`config.mk`:
```
export PLATFORM = sky130hd
export DESIGN_NAME = nvsr_host
export DESIGN_NICKNAME = d
export VERILOG_FILES = /design/src/common/nvsr_pkg.sv /design/src/hw/nvsr_host.sv
export VERILOG_INCLUDE_DIRS = /design/src /design/src/common
export SDC_FILE = /design/constraint.sdc
export NUM_CORES = 1
export LEC_CHECK = 0
export ABC_CLOCK_PERIOD_IN_PS = 2830
export BUFFER_PORTS_ARGS = -buffer_cell sky130_fd_sc_hd__buf_4
export CAP_MARGIN = 25
export CORE_ASPECT_RATIO = 0.7
export CORE_MARGIN = 4
export CORE_UTILIZATION = 54
export DETAILED_ROUTE_END_ITERATION = 6
export MAX_ROUTING_LAYER = met4
export PLACE_DENSITY = 0.85
export SLEW_MARGIN = 20
export SYNTH_ARGS = -nofsm -noshare
export SYNTH_HDL_FRONTEND = slang
export SYNTH_SLANG_ARGS = --single-unit
```
`constraint.sdc`:
```
create_clock -name sys_clk -period 2.83 [get_ports sys_clk]
set_input_delay 0.849 -clock sys_clk [delete_from_list [all_inputs] [get_ports sys_clk]]
set_output_delay 0.849 -clock sys_clk [all_outputs]
set_load 0.01 [all_outputs]
```
`src/common/nvsr_cfg.svh`:
```
// constants for the nonvolatile static memory store/recall host controller
// assumes a 25 MHz system clock and a 17-bit address, 8-bit data memory
`ifndef NVSR_CFG_SVH
`define NVSR_CFG_SVH
`define NVSR_CLK_MHZ       25
`define NVSR_AW            17
`define NVSR_DW            8
`define NVSR_TW            20
// times in microseconds, access and settle in cycles; other cycle counts are derived in the host module
`define NVSR_GRACE_US      25
`define NVSR_STORE_US      15
`define NVSR_RECALL_US     200
`define NVSR_PWRUP_US      20000
`define NVSR_ACC_CYC       20'h2
`define NVSR_SETTLE_CYC    20'h2
// command sequence addresses, lower 16 bits only
`define NVSR_SEQ0          16'h4e38
`define NVSR_SEQ1          16'hb1c7
`define NVSR_SEQ2          16'h83e0
`define NVSR_SEQ3          16'h7c1f
`define NVSR_SEQ4          16'h703f
`define NVSR_FIN_STORE     16'h8fc0
`define NVSR_FIN_RECALL    16'h4c63
`define NVSR_FIN_AUTO_OFF  16'h8b45
`define NVSR_FIN_AUTO_ON   16'h4b46
`define NVSR_SEQ_LAST      3'h5
`endif

```
`src/common/nvsr_pkg.sv`:
```
// types for the nonvolatile static memory store/recall host controller
// assumes nvsr_cfg.svh is on the include path
`include "nvsr_cfg.svh"
package nvsr_pkg;
    typedef enum logic [2:0] {
        CMD_READ, CMD_WRITE, CMD_STORE, CMD_RECALL,
        CMD_AUTO_OFF, CMD_AUTO_ON, CMD_HW_STORE
    } nvsr_cmd_t;

    typedef enum logic [2:0] {
        ST_PWRUP, ST_IDLE, ST_ACC, ST_GAP, ST_WAIT, ST_HSB_DRV, ST_HSB_WAIT
    } nvsr_state_t;

    typedef struct packed {
        nvsr_cmd_t              cmd;
        logic [`NVSR_AW-1:0]    addr;
        logic [`NVSR_DW-1:0]    wdata;
    } nvsr_req_t;

    typedef struct packed {
        logic [`NVSR_AW-1:0]    addr;
        logic                   ce_n;
        logic                   we_n;
        logic                   oe_n;
    } nvsr_mem_ctl_t;
endpackage : nvsr_pkg

```
`src/hw/nvsr_host.sv`:
```
// host controller driving a byte-wide nonvolatile static memory
// assumes the memory pins are synchronous to sys_clk; the busy pin is
// open-drain with an external pull-up, the testbench resolves the wires
`timescale 1ns/1ps
`include "nvsr_cfg.svh"

module nvsr_host
    import nvsr_pkg::*;
#(
    parameter int unsigned GRACE_CYC  = `NVSR_GRACE_US  * `NVSR_CLK_MHZ,
    parameter int unsigned STORE_CYC  = `NVSR_STORE_US  * `NVSR_CLK_MHZ,
    parameter int unsigned RECALL_CYC = `NVSR_RECALL_US * `NVSR_CLK_MHZ,
    parameter int unsigned PWRUP_CYC  = `NVSR_PWRUP_US  * `NVSR_CLK_MHZ
) (
    input  wire logic                sys_clk,      // system clock
    input  wire logic                nrst,         // sync reset, active low
    input  wire logic                req_valid,    // user request present
    output logic                     req_ready,    // request taken
    input  wire nvsr_req_t           req,          // command, addr, data
    output logic                     rsp_valid,    // one-cycle completion
    output logic [`NVSR_DW-1:0]      rsp_rdata,    // read data
    output logic                     dev_busy,     // device busy pin is low
    output nvsr_mem_ctl_t            mem_ctl,      // address and strobes
    output logic [`NVSR_DW-1:0]      mem_dq_o,     // data to memory
    output logic                     mem_dq_oe,    // data drive enable
    input  wire logic [`NVSR_DW-1:0] mem_dq_i,     // data from memory
    output logic                     hsb_n_o,      // store request level
    output logic                     hsb_n_oe,     // high while pulling low
    input  wire logic                hsb_n_i       // store_request_busy_n
);
    localparam logic [`NVSR_TW-1:0] GRACE_T  = GRACE_CYC[`NVSR_TW-1:0];
    localparam logic [`NVSR_TW-1:0] STORE_T  = STORE_CYC[`NVSR_TW-1:0];
    localparam logic [`NVSR_TW-1:0] RECALL_T = RECALL_CYC[`NVSR_TW-1:0];
    localparam logic [`NVSR_TW-1:0] PWRUP_T  = PWRUP_CYC[`NVSR_TW-1:0];

    // ------------------------------------------------------------
    // sequence address table
    // ------------------------------------------------------------
    function automatic logic [`NVSR_AW-1:0] seq_addr(
        input logic [2:0] idx,
        input nvsr_cmd_t  cmd
    );
        logic [15:0] a;
        a = `NVSR_FIN_STORE;
        case (idx)
            3'h0:    a = `NVSR_SEQ0;
            3'h1:    a = `NVSR_SEQ1;
            3'h2:    a = `NVSR_SEQ2;
            3'h3:    a = `NVSR_SEQ3;
            3'h4:    a = `NVSR_SEQ4;
            default:
            begin
                case (cmd)
                    CMD_RECALL:   a = `NVSR_FIN_RECALL;
                    CMD_AUTO_OFF: a = `NVSR_FIN_AUTO_OFF;
                    CMD_AUTO_ON:  a = `NVSR_FIN_AUTO_ON;
                    default:      a = `NVSR_FIN_STORE;
                endcase
            end
        endcase
        // top address bit plays no part in command detection
        return {1'b0, a};
    endfunction : seq_addr

    // ------------------------------------------------------------
    // control state
    // ------------------------------------------------------------
    nvsr_state_t            st_q, st_d;
    nvsr_cmd_t              cmd_q, cmd_d;
    logic [`NVSR_AW-1:0]    addr_q, addr_d;
    logic [`NVSR_DW-1:0]    wdata_q, wdata_d;
    logic [`NVSR_DW-1:0]    rdata_q, rdata_d;
    logic [2:0]             idx_q, idx_d;
    logic [`NVSR_TW-1:0]    tmr_q, tmr_d;
    logic                   rsp_q, rsp_d;
    logic                   is_seq;
    logic                   tmr_zero;

    assign is_seq   = (cmd_q != CMD_READ) && (cmd_q != CMD_WRITE)
                      && (cmd_q != CMD_HW_STORE);
    assign tmr_zero = (tmr_q == '0);
    // a low busy pin also covers low supply and device-started stores
    assign req_ready = (st_q == ST_IDLE) && hsb_n_i;

    always_comb
    begin
        st_d    = st_q;
        cmd_d   = cmd_q;
        addr_d  = addr_q;
        wdata_d = wdata_q;
        rdata_d = rdata_q;
        idx_d   = idx_q;
        tmr_d   = tmr_zero ? tmr_q : tmr_q - 1'b1;
        rsp_d   = 1'b0;
        case (st_q)
            ST_PWRUP:
            begin
                if (tmr_zero)
                    st_d = ST_IDLE;
            end
            ST_IDLE:
            begin
                if (req_valid && req_ready)
                begin
                    cmd_d   = req.cmd;
                    wdata_d = req.wdata;
                    idx_d   = 3'h0;
                    if (req.cmd == CMD_HW_STORE)
                    begin
                        st_d  = ST_HSB_DRV;
                        tmr_d = GRACE_T - 1'b1;
                    end
                    else
                    begin
                        st_d   = ST_ACC;
                        tmr_d  = `NVSR_ACC_CYC - 1'b1;
                        addr_d = (req.cmd == CMD_READ || req.cmd == CMD_WRITE)
                                 ? req.addr : seq_addr(3'h0, req.cmd);
                    end
                end
            end
            ST_ACC:
            begin
                if (tmr_zero)
                begin
                    rdata_d = mem_dq_i;
                    if (!is_seq)
                    begin
                        st_d  = ST_IDLE;
                        rsp_d = 1'b1;
                    end
                    else if (idx_q != `NVSR_SEQ_LAST)
                    begin
                        idx_d  = idx_q + 1'b1;
                        addr_d = seq_addr(idx_q + 1'b1, cmd_q);
                        st_d   = ST_GAP;
                    end
                    else if (cmd_q == CMD_AUTO_OFF || cmd_q == CMD_AUTO_ON)
                    begin
                        // setting only survives power-down once stored
                        // host never assumes the delivered setting
                        cmd_d  = CMD_STORE;
                        idx_d  = 3'h0;
                        addr_d = seq_addr(3'h0, CMD_STORE);
                        st_d   = ST_GAP;
                    end
                    else
                    begin
                        st_d  = ST_WAIT;
                        // recall never rewrites nonvolatile data: no store
                        tmr_d = (cmd_q == CMD_RECALL) ? RECALL_T : STORE_T;
                    end
                end
            end
            ST_GAP:
            begin
                st_d  = ST_ACC;
                tmr_d = `NVSR_ACC_CYC - 1'b1;
            end
            ST_WAIT:
            begin
                if (tmr_zero && hsb_n_i)
                begin
                    st_d  = ST_IDLE;
                    rsp_d = 1'b1;
                end
            end
            ST_HSB_DRV:
            begin
                if (tmr_zero)
                begin
                    st_d  = ST_HSB_WAIT;
                    tmr_d = `NVSR_SETTLE_CYC;
                end
            end
            ST_HSB_WAIT:
            begin
                // a skipped store lets the pin rise at once
                if (tmr_zero && hsb_n_i)
                begin
                    st_d  = ST_IDLE;
                    rsp_d = 1'b1;
                end
            end
            default:
            begin
                st_d = ST_IDLE;
            end
        endcase
    end

    always_ff @(posedge sys_clk)
    begin
        if (!nrst)
        begin
            st_q    <= ST_PWRUP;
            cmd_q   <= CMD_READ;
            addr_q  <= '0;
            wdata_q <= '0;
            rdata_q <= '0;
            idx_q   <= 3'h0;
            tmr_q   <= PWRUP_T;
            rsp_q   <= 1'b0;
        end
        else
        begin
            st_q    <= st_d;
            cmd_q   <= cmd_d;
            addr_q  <= addr_d;
            wdata_q <= wdata_d;
            rdata_q <= rdata_d;
            idx_q   <= idx_d;
            tmr_q   <= tmr_d;
            rsp_q   <= rsp_d;
        end
    end

    // ------------------------------------------------------------
    // pin decode
    // ------------------------------------------------------------
    assign mem_ctl.addr = addr_q;
    assign mem_ctl.ce_n = (st_q != ST_ACC);
    assign mem_ctl.we_n = !((st_q == ST_ACC) && (cmd_q == CMD_WRITE));
    assign mem_ctl.oe_n = !((st_q == ST_ACC) && (cmd_q != CMD_WRITE));
    assign mem_dq_o     = wdata_q;
    assign mem_dq_oe    = (st_q == ST_ACC) && (cmd_q == CMD_WRITE);
    assign hsb_n_o      = 1'b0;
    assign hsb_n_oe     = (st_q == ST_HSB_DRV);
    assign rsp_valid    = rsp_q;
    assign rsp_rdata    = rdata_q;
    assign dev_busy     = !hsb_n_i;
endmodule : nvsr_host

```
==> qor.yml, run 1 <==
status:
  outcome: "completed"
clock_tree:
  clk_latency_ns: 0.36
  cts.clk_slew.worst_paths_ns: 0.08
  clock_tree.buffer_depth: 2
  cts_max_level: 3
  number_of_buffers_inserted_for_hold_repair_after_clock_tree_synthesis: 0
  tritoncts_num_sinks: 63
  tritoncts.num_buffers: 9
  cts.repair_timing.setup_buffer_count: 0
  clock_tree_from_tritoncts: "built"
  cts.root.buffer_cell: "sky130_fd_sc_hd__clkbuf_8"
logic_synthesis:
  synthTopCellsByArea: "sky130_fd_sc_hd__dfxtp_1 36%, sky130_fd_sc_hd__a21oi_1 7.6%, sky130_fd_sc_hd__nand2_1 6.1%, sky130_fd_sc_hd__o21ai_0 5.9%, sky130_fd_sc_hd__nor2_1 4.1%"
  ys_types: 62
  synthesis.yosys.warnings: 0
  syn_area_um2: 3500
  synthCells: 456
  postSynthNetCount: 500
  syn_avg_cell_area_um2: 7.67
  synth.yosys.seq_area_share_pct: 36.1
  synth_top_area_cell: "sky130_fd_sc_hd__dfxtp_1"
  synth_top_cell_area_share_pct: 36.1
  dominantRegCellSynth: "sky130_fd_sc_hd__dfxtp_1"
  ys_ff_latch: 63
  synth_edf_count: 0
  synth-async-reset-ratio_pct: 0
finish:
  final_core_utilization_pct: 70.8
  n_antenna_cell: 0
  areaGrowthSynthToFinish_pct: 26.6
  final_layout_size_suffix_gt1_share_pct: 23.8
  fin_nets: 577
  nFillCells: 514
drt:
  detailedRoute.firstIterationViolations: 297
  drt-vias-per-instance: 6.12
  route.detailed.drc: 0
  detailroute.via_count: 3772
  postRouteAntennaNets: 0
  detailedRoute.firstPassIterationCount: 6
  postRouteWirelength_um: 10500
  wl_per_cell_um: 17.1
setup_path:
  path_max_fanout: 7
  worstSetupStartpointType: "register"
  reg2reg_slack_ns: 0.19
  crit_arrival_ns: 2.86
  setup.worst_path.class: "reg -> reg"
  timing.critical_path.to_type: "register"
  critical_path_required_ns: 3.05
timing:
  timing.clock.skew_ns: 0.00799
  hold_violations: 0
  fmax_ghz: 0.379
  setup_viol_count_final: 0
  relSlewSlack_pct: 62.8
  grt_setup_unrepaired: "false"
  max_slew.worst_pin.slew_ns: 0.556
  period_needed_ns: 2.64
  layout_setup_ws_ns: 0.192
  maxSlewViolCount: 0
  setup_tns_ns: 0
  final_min_period_over_clock_period_pct: 93.2
grt:
  first_pass_grt_wire_length_um: 16600
  grt_max_degree: 30
  grt_util_all_layers_pct: 27.6
  antenna_violations_before_repair: 0
  grt_pass1_vias: 3327
  grt_remaining_overflow: 0
placed_design:
  place.port_buffers: 80
  post-place-ws_ns: 0.0640
  detailedPlacementHpwl_um: 7620
  gp_routability_congestion: 0.973
floorplanning:
  die_area_um2: 7850
  start_util_pct: 56.0
  num_ports: 82
  die_h_um: 75.3
  area_inside_the_core_boundary_um2: 6250
  die_width_um: 104
  std_cell_rows: 24
job:
  max_cap_viol_count: 0
pwr:
  worst_ir_drop_vdd_mv: 0.351
  power.density_cell_area_nw_per_um2: 456
  static-leakage-power_nw: 1.71
  post_layout_power_w: 0.00202
worst_hold_path:
  type_of_the_most_critical_hold_path: "reg -> reg"
[cell usage after synthesis, drive strengths merged, types with 3 or more instances]
library cell  instances
a211oi               10
a21oi                53
a31oi                 3
a32o                  3
and3                  3
and3b                 3
buf                   9
clkbuf               24
dfxtp                63
ha                    4
inv                   8
mux2i                 4
nand2                57
nand2b                8
nand3                14
nand3b                6
nand4                 4
nor2                 38
nor2b                 3
nor3                 14
nor3b                 4
nor4                  8
o2111ai               5
o21a                  3
o21ai                44
o31ai                 4
or2                   5
or3                   6
xnor2                10
xor2                  6
[routing by layer]
metal / up-vias / share of wire [%] / track usage, %
li1: 1806 / - / -
met1: 1711 / 43 / 37.3
met2: 233 / 43 / 39.2
met3: 22 / 12 / 9.91
met4: 0 / 1.3 / 7.23
met5: - / 0 / -
[final cells by class]
class / count / area [µm²] / area share, %
Inverter: 8 / 30.0 / 0.679
Sequential cell: 63 / 1260 / 28.5
Clock inverter: 7 / 103 / 2.32
Timing Repair Buffer: 99 / 743 / 16.8
Tap cell: 78 / 97.6 / 2.21
Clock buffer: 9 / 124 / 2.80
Multi-Input combinational cell: 352 / 2070 / 46.7
[worst paths after layout]
path                     from           to  depth (start not counted)
setup / recovery     tmr_q[0]     tmr_q[0]                          9
hold / removal    mem_dq_o[6]  mem_dq_o[6]                          2
setup reg to reg     tmr_q[0]     tmr_q[0]                          9
hold reg to reg   mem_dq_o[6]  mem_dq_o[6]                          2
[placed cells by master, fill, tap and decap left out, drive strengths merged, types with 3 or more instances in the layout]
master,instances
ha,4
inv,11
nor2,38
a31oi,3
and3,3
mux2i,4
nor3b,4
nand3,14
nand4,4
a211oi,10
o21ai,44
a32o,3
xor2,6
o2111ai,5
xnor2,10
nand2b,8
nand2,57
nor4,8
nand3b,6
o31ai,4
nor3,14
and3b,3
or3,6
clkbuf,9
dfxtp,63
nor2b,3
o21a,3
a21oi,53
or2,5
buf,99
[kinds of logic after synthesis]
family,after synthesis,share of synthesized area [%]
XOR/XNOR,16,4.01
AND/OR/NAND/NOR,181,26.7
other,1,0.107
AO/OA/AOI/OAI,146,25.5
flip-flops,63,36.1
buffers and inverters,41,5.01
adder cells (fa/ha/maj),4,1.43
multiplexers,4,1.15
[what timing repair did]
| item | CTS | global route |
|---|---|---|
| gates resized for setup | 0 | 1 |
| setup endpoints to repair | 0 | 3 |
| endpoints found under the hold margin | 0 | 0 |
[critical path, stage by stage, from the launching register on]
cell and delay [ns]:
sky130_fd_sc_hd__dfxtp_1 0.32, sky130_fd_sc_hd__inv_1 0.14, sky130_fd_sc_hd__ha_1 0.17, sky130_fd_sc_hd__nor4b_2 0.29
sky130_fd_sc_hd__and4b_1 0.39, sky130_fd_sc_hd__nand4_1 0.18, sky130_fd_sc_hd__ha_1 0.37, sky130_fd_sc_hd__a211oi_1 0.09
sky130_fd_sc_hd__a2111oi_0 0.45, sky130_fd_sc_hd__nor4_1 0.11
[power breakdown]
group,switching [W],internal (W)
Sequential,0.0000224,0.000905
Clock,0.000392,0.000506
Combinational,0.0000984,0.0000937
Total,0.000513,0.00150
[through the flow]
step / hold slack [ns] / cell area (µm²) / instances
finish: 0.458 / 4420 / 616
floorplan: 0.476 / 3500 / 456
CTS: 0.460 / 4420 / 616
global route: 0.484 / 4420 / 616
detailed placement: 0.449 / 4190 / 600
global placement: 0.443 / 4190 / 600
[flip-flops by register name, summed over array words and instances, names as in the netlist]
signal     cells
mem_dq_o       8
cmd_q          3
idx_q          3
tmr_q         20
rsp_rdata      8
rsp_valid      1
addr_q        17
st_q           3
(Power assumes the default switching activity.)
==> inputs of run 2 (changes only) <==
--- a/config.mk
+++ b/config.mk
@@ -11,10 +11,10 @@
 export CAP_MARGIN = 25
 export CORE_ASPECT_RATIO = 0.7
 export CORE_MARGIN = 4
-export CORE_UTILIZATION = 54
+export CORE_UTILIZATION = 40
 export DETAILED_ROUTE_END_ITERATION = 6
 export MAX_ROUTING_LAYER = met4
-export PLACE_DENSITY = 0.85
+export PLACE_DENSITY = 0.67
 export SLEW_MARGIN = 20
 export SYNTH_ARGS = -nofsm -noshare
 export SYNTH_HDL_FRONTEND = slang
==> constraint.sdc (replaced) <==
create_clock -name sys_clk -period 2.83 [get_ports sys_clk]
set_input_delay 0.566 -clock sys_clk [delete_from_list [all_inputs] [get_ports sys_clk]]
set_output_delay 0.566 -clock sys_clk [all_outputs]
set_load 0.01 [all_outputs]
==> qor.yml, run 2 (same netlist as run 1, synthesis figures left out) <==
status:
  outcome: "completed"  # unchanged
setup_path:
  cp_top_family: "simple AND/OR/NAND/NOR gates"  # unchanged
  timing.critical_path.slowest_cell_delay_ns: 0.49  # was 0.45 ns
  path_cells: "inv_1 > ha_1 > nor4b_2 > and4b_1 > nand4_1 > ha_1 > a211oi_1 > a2111oi_0 > nor4_1"  # unchanged
  worst_path_most_repeated_cell: "sky130_fd_sc_hd__ha_1"  # unchanged
  worstReg2RegStart: "tmr_q[0]"  # unchanged
  critical_path_required_ns: 3.03  # was 3.05 ns
  path_max_fanout: 7  # unchanged
  worstSetupStartpointType: "register"  # unchanged
  setup.worst_path.class: "reg -> reg"  # unchanged
  worstSetupStartpoint: "tmr_q[0]"  # unchanged
  timing.critical_path.to_type: "register"  # unchanged
  worst-path-buf-inv: 1  # unchanged
  timing.critical_path.slowest_stage_cell: "sky130_fd_sc_hd__a2111oi_0"  # unchanged
  crit_arrival_ns: 2.80  # was 2.86 ns
finish:
  n_antenna_cell: 0  # unchanged
  final_layout_size_suffix_gt1_share_pct: 23.1  # was 23.8%
  number_of_flip_flops_under_the_largest_register_name: 20  # unchanged
  registers.top_by_ff_count: "tmr_q"  # unchanged
  reg.largest.list: "tmr_q x20, addr_q x17"  # unchanged
  fin_nets: 572  # was 577
  areaGrowthSynthToFinish_pct: 30.4  # was 26.6%
  final_common_cell: "sky130_fd_sc_hd__buf_4"  # unchanged
  most-common-layout-cells: "94 x sky130_fd_sc_hd__buf_4, 63 x sky130_fd_sc_hd__dfxtp_1, 57 x sky130_fd_sc_hd__nand2_1"  # was 99 x sky130_fd_sc_hd__buf_4, 63 x sky130_fd_sc_hd__dfxtp_1, 57 x sky130_fd_sc_hd__nand2_1
timing:
  relSlewSlack_pct: 48.6  # was 62.8%
  fmax_ghz: 0.384  # was 0.379 GHz
  maxSlewViolCount: 0  # unchanged
  layout_setup_ws_ns: 0.227  # was 0.192 ns
  max_slew.worst_pin.slew_ns: 0.762  # was 0.556 ns
  hold_violations: 0  # unchanged
  final_min_period_over_clock_period_pct: 92.0  # was 93.2%
  setup_tns_ns: 0  # unchanged
  timing.clock.skew_ns: 0.00478  # was 0.00799 ns
  setup_viol_count_final: 0  # unchanged
  whs_ns: 0.457  # was 0.458 ns
  period_needed_ns: 2.60  # was 2.64 ns
  grt_setup_unrepaired: "false"  # unchanged
drt:
  detailedRoute.firstIterationViolations: 374  # was 297
  detailroute.via_count: 3730  # was 3772
  drt-vias-per-instance: 5.71  # was 6.12
  postRouteWirelength_um: 10600  # was 10500 µm
  wl_met2_um: 4480  # was 4530 µm
  route.met3.wl_um: 1130  # was 1300 µm
  postRouteAntennaNets: 0  # unchanged
  maxUsedRoutingLayer: "met4"  # unchanged
  route.detailed.drc: 0  # unchanged
  wl_per_cell_um: 16.3  # was 17.1 µm
  drt-met1-wl_um: 4930  # was 4560 µm
  detailedRoute.firstPassIterationCount: 5  # was 6
clock_tree:
  cts_max_level: 3  # unchanged
  tritoncts_num_sinks: 63  # unchanged
  clk_latency_ns: 0.33  # was 0.36 ns
  tritoncts.num_buffers: 9  # unchanged
  cts.clk_slew.worst_paths_ns: 0.05  # was 0.08 ns
  clock_tree.buffer_depth: 2  # unchanged
  clock_tree_from_tritoncts: "built"  # unchanged
  cts.root.buffer_cell: "sky130_fd_sc_hd__clkbuf_16"  # was sky130_fd_sc_hd__clkbuf_8
  number_of_buffers_inserted_for_hold_repair_after_clock_tree_synthesis: 0  # unchanged
grt:
  grt_util_all_layers_pct: 21.1  # was 27.6%
  grt_pass1_vias: 3356  # was 3327
  grt_remaining_overflow: 0  # unchanged
  first_pass_grt_wire_length_um: 17100  # was 16600 µm
  grt_max_degree: 30  # unchanged
  antenna_violations_before_repair: 0  # unchanged
worst_hold_path:
  type_of_the_most_critical_hold_path: "reg -> reg"  # unchanged
  hp-start: "addr_q[11]"  # was mem_dq_o[6]
floorplanning:
  std_cell_rows: 28  # was 24
  die_area_um2: 10300  # was 7850 µm²
  die_h_um: 86.2  # was 75.3 µm
  die_width_um: 120  # was 104 µm
  num_ports: 82  # unchanged
  area_inside_the_core_boundary_um2: 8480  # was 6250 µm²
  start_util_pct: 41.2  # was 56.0%
pwr:
  power.density_cell_area_nw_per_um2: 525  # was 456 nW/µm²
  post_layout_power_w: 0.00239  # was 0.00202 W
  static-leakage-power_nw: 1.75  # was 1.71 nW
  worst_ir_drop_vdd_mv: 0.306  # was 0.351 mV
job:
  max_cap_viol_count: 0  # unchanged
placed_design:
  place.port_buffers: 80  # unchanged
  detailedPlacementHpwl_um: 7760  # was 7620 µm
  gp_routability_congestion: 0.963  # was 0.973
  post-place-ws_ns: 0.162  # was 0.0640 ns
-- run 2: cell count changes in the layout (fill, tap and decap cells not counted), sizes merged --
| cell | delta |
|---|---|
| clkbuf | +1 |
| buf | -5 |
| clkinv | +1 |
| inv | -3 |
| bufinv | +1 |
-- run 2: power by group --
group,switching (W),internal (W)
Clock,0.000399,0.000880
Sequential,0.0000230,0.000906
Combinational,0.0000974,0.0000890
-- run 2: cell type report --
class / count / area, µm²
timing repair buffer: 94 / 706
inverter: 8 / 30.0
multi-input combinational: 352 / 2070
tap: 120 / 150
fill: 867 / 3920
sequential: 63 / 1260
clock inverter: 6 / 108
clock buffer: 10 / 239
-- run 2: worst paths after layout --
| kind | slack (ns) | to | cells after the start |
|---|---|---|---|
| setup / recovery | 0.23 | tmr_q[0] | 9 |
| hold / removal | 0.46 | addr_q[11] | 2 |
| setup reg to reg | 0.23 | tmr_q[0] | 9 |
| hold reg to reg | 0.46 | addr_q[11] | 2 |
-- run 2: worst reg2reg max path, stage by stage, from the launching register on --
cell	delay [ns]
sky130_fd_sc_hd__dfxtp_1	0.32
sky130_fd_sc_hd__inv_1	0.13
sky130_fd_sc_hd__ha_1	0.17
sky130_fd_sc_hd__nor4b_2	0.29
sky130_fd_sc_hd__and4b_1	0.39
sky130_fd_sc_hd__nand4_1	0.17
sky130_fd_sc_hd__ha_1	0.35
sky130_fd_sc_hd__a211oi_1	0.07
sky130_fd_sc_hd__a2111oi_0	0.49
sky130_fd_sc_hd__nor4_1	0.09
-- run 2: timing repair --
item                       CTS  global route
resized for setup            0             1
setup endpoints to repair    0             2
setup buffers                0             0
-- run 2: stage by stage --
step	utilization, %	instance area [µm²]	cells
2_1_floorplan	-	3500	456
3_3_place_gp	49.6	4210	637
3_5_place_dp	49.6	4210	637
4_1_cts	53.7	4550	653
5_1_grt	53.8	4560	653
6_report	53.8	4560	653
-- run 2: per-layer routing --
layer / vias up / GRT usage [%]
li1: 1793 / -
met1: 1722 / 30.7
met2: 203 / 29.1
met3: 12 / 5.48
met4: 0 / 5.51
met5: - / -
==> inputs of run 3 (changes only) <==
--- a/config.mk
+++ b/config.mk
@@ -15,6 +15,7 @@
 export DETAILED_ROUTE_END_ITERATION = 6
 export MAX_ROUTING_LAYER = met4
 export PLACE_DENSITY = 0.67
+export SETUP_SLACK_MARGIN = 0.4
 export SLEW_MARGIN = 20
 export SYNTH_ARGS = -nofsm -noshare
 export SYNTH_HDL_FRONTEND = slang
==> qor.yml, run 3 (same netlist as run 1, synthesis figures left out) <==
setup_path:
  critical_path_required_ns: 3.03  # about the same
  worstSetupStartpointType: "register"  # unchanged
  setup.worst_path.class: "reg -> reg"  # unchanged
  timing.critical_path.to_type: "register"  # unchanged
  path_max_fanout: 6  # was 7
  crit_arrival_ns: 2.62  # was 2.80 ns
finish:
  n_antenna_cell: 0  # unchanged
  final_core_utilization_pct: 54.5  # was 53.8%
  fin_nets: 573  # was 572
  reg.largest.list: "tmr_q x20, addr_q x17"  # unchanged
  registers.top_by_ff_count: "tmr_q"  # unchanged
  final_common_cell: "sky130_fd_sc_hd__buf_4"  # unchanged
  number_of_flip_flops_under_the_largest_register_name: 20  # unchanged
  areaGrowthSynthToFinish_pct: 32.1  # was 30.4%
  most-common-layout-cells: "95 x sky130_fd_sc_hd__buf_4, 61 x sky130_fd_sc_hd__dfxtp_1, 57 x sky130_fd_sc_hd__nand2_1"  # was 94 x sky130_fd_sc_hd__buf_4, 63 x sky130_fd_sc_hd__dfxtp_1, 57 x sky130_fd_sc_hd__nand2_1
  final_layout_size_suffix_gt1_share_pct: 25.1  # was 23.1%
clock_tree:
  cts.clk_slew.worst_paths_ns: 0.05  # about the same
  clock_tree.buffer_depth: 2  # unchanged
  cts.root.buffer_cell: "sky130_fd_sc_hd__clkbuf_16"  # unchanged
  tritoncts.num_buffers: 9  # unchanged
  clock_tree_from_tritoncts: "built"  # unchanged
  clk_latency_ns: 0.33  # about the same
  cts_max_level: 3  # unchanged
  tritoncts_num_sinks: 63  # unchanged
grt:
  grt_remaining_overflow: 0  # unchanged
  grt_util_all_layers_pct: 21.3  # was 21.1%
  antenna_violations_before_repair: 0  # unchanged
  grt_max_degree: 30  # unchanged
  grt_pass1_vias: 3382  # was 3356
  first_pass_grt_wire_length_um: 17200  # was 17100 µm
floorplanning:
  die_area_um2: 10300  # unchanged
  start_util_pct: 41.2  # unchanged
  num_ports: 82  # unchanged
  area_inside_the_core_boundary_um2: 8480  # unchanged
  die_width_um: 120  # unchanged
  std_cell_rows: 28  # unchanged
  die_h_um: 86.2  # unchanged
drt:
  route.detailed.drc: 0  # unchanged
  detailedRoute.firstIterationViolations: 346  # was 374
  postRouteWirelength_um: 10800  # was 10600 µm
  detailedRoute.firstPassIterationCount: 5  # unchanged
  wl_per_cell_um: 16.4  # was 16.3 µm
  detailroute.via_count: 3761  # was 3730
  postRouteAntennaNets: 0  # unchanged
  drt-vias-per-instance: 5.75  # was 5.71
pwr:
  power.density_cell_area_nw_per_um2: 519  # was 525 nW/µm²
  static-leakage-power_nw: 1.76  # was 1.75 nW
  seq_power_share_pct: 38.8  # about the same
  worst_ir_drop_vdd_mv: 0.305  # was 0.306 mV
  switchingPower_w: 0.000519  # about the same
  internal_cell_power_w: 0.00188  # about the same
  post_layout_power_w: 0.00239  # about the same
  comb_power_share_pct: 7.9  # was 7.8%
  clockPowerShare_pct: 53.3  # was 53.4%
  switching_share_pct: 21.7  # about the same
timing:
  timing.clock.skew_ns: 0.00482  # was 0.00478 ns
  final_min_period_over_clock_period_pct: 85.6  # was 92.0%
  whs_ns: 0.456  # was 0.457 ns
  hold_violations: 0  # unchanged
  grt_setup_unrepaired: "true"  # was false
  relSlewSlack_pct: 45.0  # was 48.6%
  fmax_ghz: 0.413  # was 0.384 GHz
  maxSlewViolCount: 0  # unchanged
  period_needed_ns: 2.42  # was 2.60 ns
  max_slew.worst_pin.slew_ns: 0.817  # was 0.762 ns
  setup_viol_count_final: 0  # unchanged
  setup_tns_ns: 0  # unchanged
status:
  outcome: "completed"  # unchanged
placed_design:
  detailedPlacementHpwl_um: 7760  # unchanged
  place.port_buffers: 80  # unchanged
  gp_routability_congestion: 0.963  # unchanged
job:
  max_cap_viol_count: 0  # unchanged
worst_hold_path:
  type_of_the_most_critical_hold_path: "reg -> reg"  # unchanged
[run 3: layer usage]
| layer | vias up | GRT usage, % | wire length [µm] |
|---|---|---|---|
| li1 | 1789 | - | - |
| met1 | 1766 | 30.6 | 5120 |
| met2 | 190 | 29.5 | 4490 |
| met3 | 16 | 5.48 | 1030 |
| met4 | 0 | 5.72 | 112 |
| met5 | - | - | 0 |
[run 3: power by group through the flow]
| stage | registers (W) | clock network, W | logic, W |
|---|---|---|---|
| finish | 0.000930 | 0.00128 | 0.000188 |
| global placement | 0.000948 | 0 | 0.000181 |
| detailed placement | 0.000947 | 0 | 0.000182 |
| CTS | 0.000929 | 0.00130 | 0.000184 |
| floorplan | 0.000941 | 0 | 0.000109 |
| global route | 0.000931 | 0.00134 | 0.000206 |
[run 3: timing repair]
action                                  CTS  global route
hold buffers                              0             0
gates resized for setup                   3            12
endpoints found under the setup margin   30            33
setup buffers                             0             1
[run 3: worst max-delay path, cell delays in order (launching register included)]
cell and delay [ns]:
sky130_fd_sc_hd__dfxtp_1 0.32, sky130_fd_sc_hd__inv_1 0.14, sky130_fd_sc_hd__ha_1 0.17, sky130_fd_sc_hd__nor4b_4 0.23, sky130_fd_sc_hd__and4b_2 0.34, sky130_fd_sc_hd__nand4_1 0.13, sky130_fd_sc_hd__ha_1 0.37, sky130_fd_sc_hd__a211oi_1 0.08
sky130_fd_sc_hd__a2111oi_1 0.42, sky130_fd_sc_hd__nor4_1 0.09
[run 3: final timing paths]
| path | startpoint | to | slack, ns | cells after the start |
|---|---|---|---|---|
| worst min-delay path | addr_q[11] | addr_q[11] | 0.46 | 2 |
| worst max-delay path | tmr_q[0] | tmr_q[0] | 0.41 | 9 |
| worst min register to register | addr_q[11] | addr_q[11] | 0.46 | 2 |
| worst max register to register | tmr_q[0] | tmr_q[0] | 0.41 | 9 |
[run 3: final cells by class]
type	count	area [µm²]
fillers	857	3860
multi-input cells	352	2110
flip-flops and latches	63	1260
repair buffers	95	713
clock buffers	10	239
well taps	120	150
clock inverters	6	108
inverters	8	30.0
[run 3: through the flow]
| step | std cells | cell area (µm²) | setup WS [ns] |
|---|---|---|---|
| after CTS | 653 | 4560 | 0.363 |
| after floorplan | 456 | 3500 | 0.504 |
| after global routing | 654 | 4620 | 0.299 |
| after global placement | 637 | 4210 | 0.321 |
| final | 654 | 4620 | 0.407 |
| after detailed placement | 637 | 4210 | 0.162 |
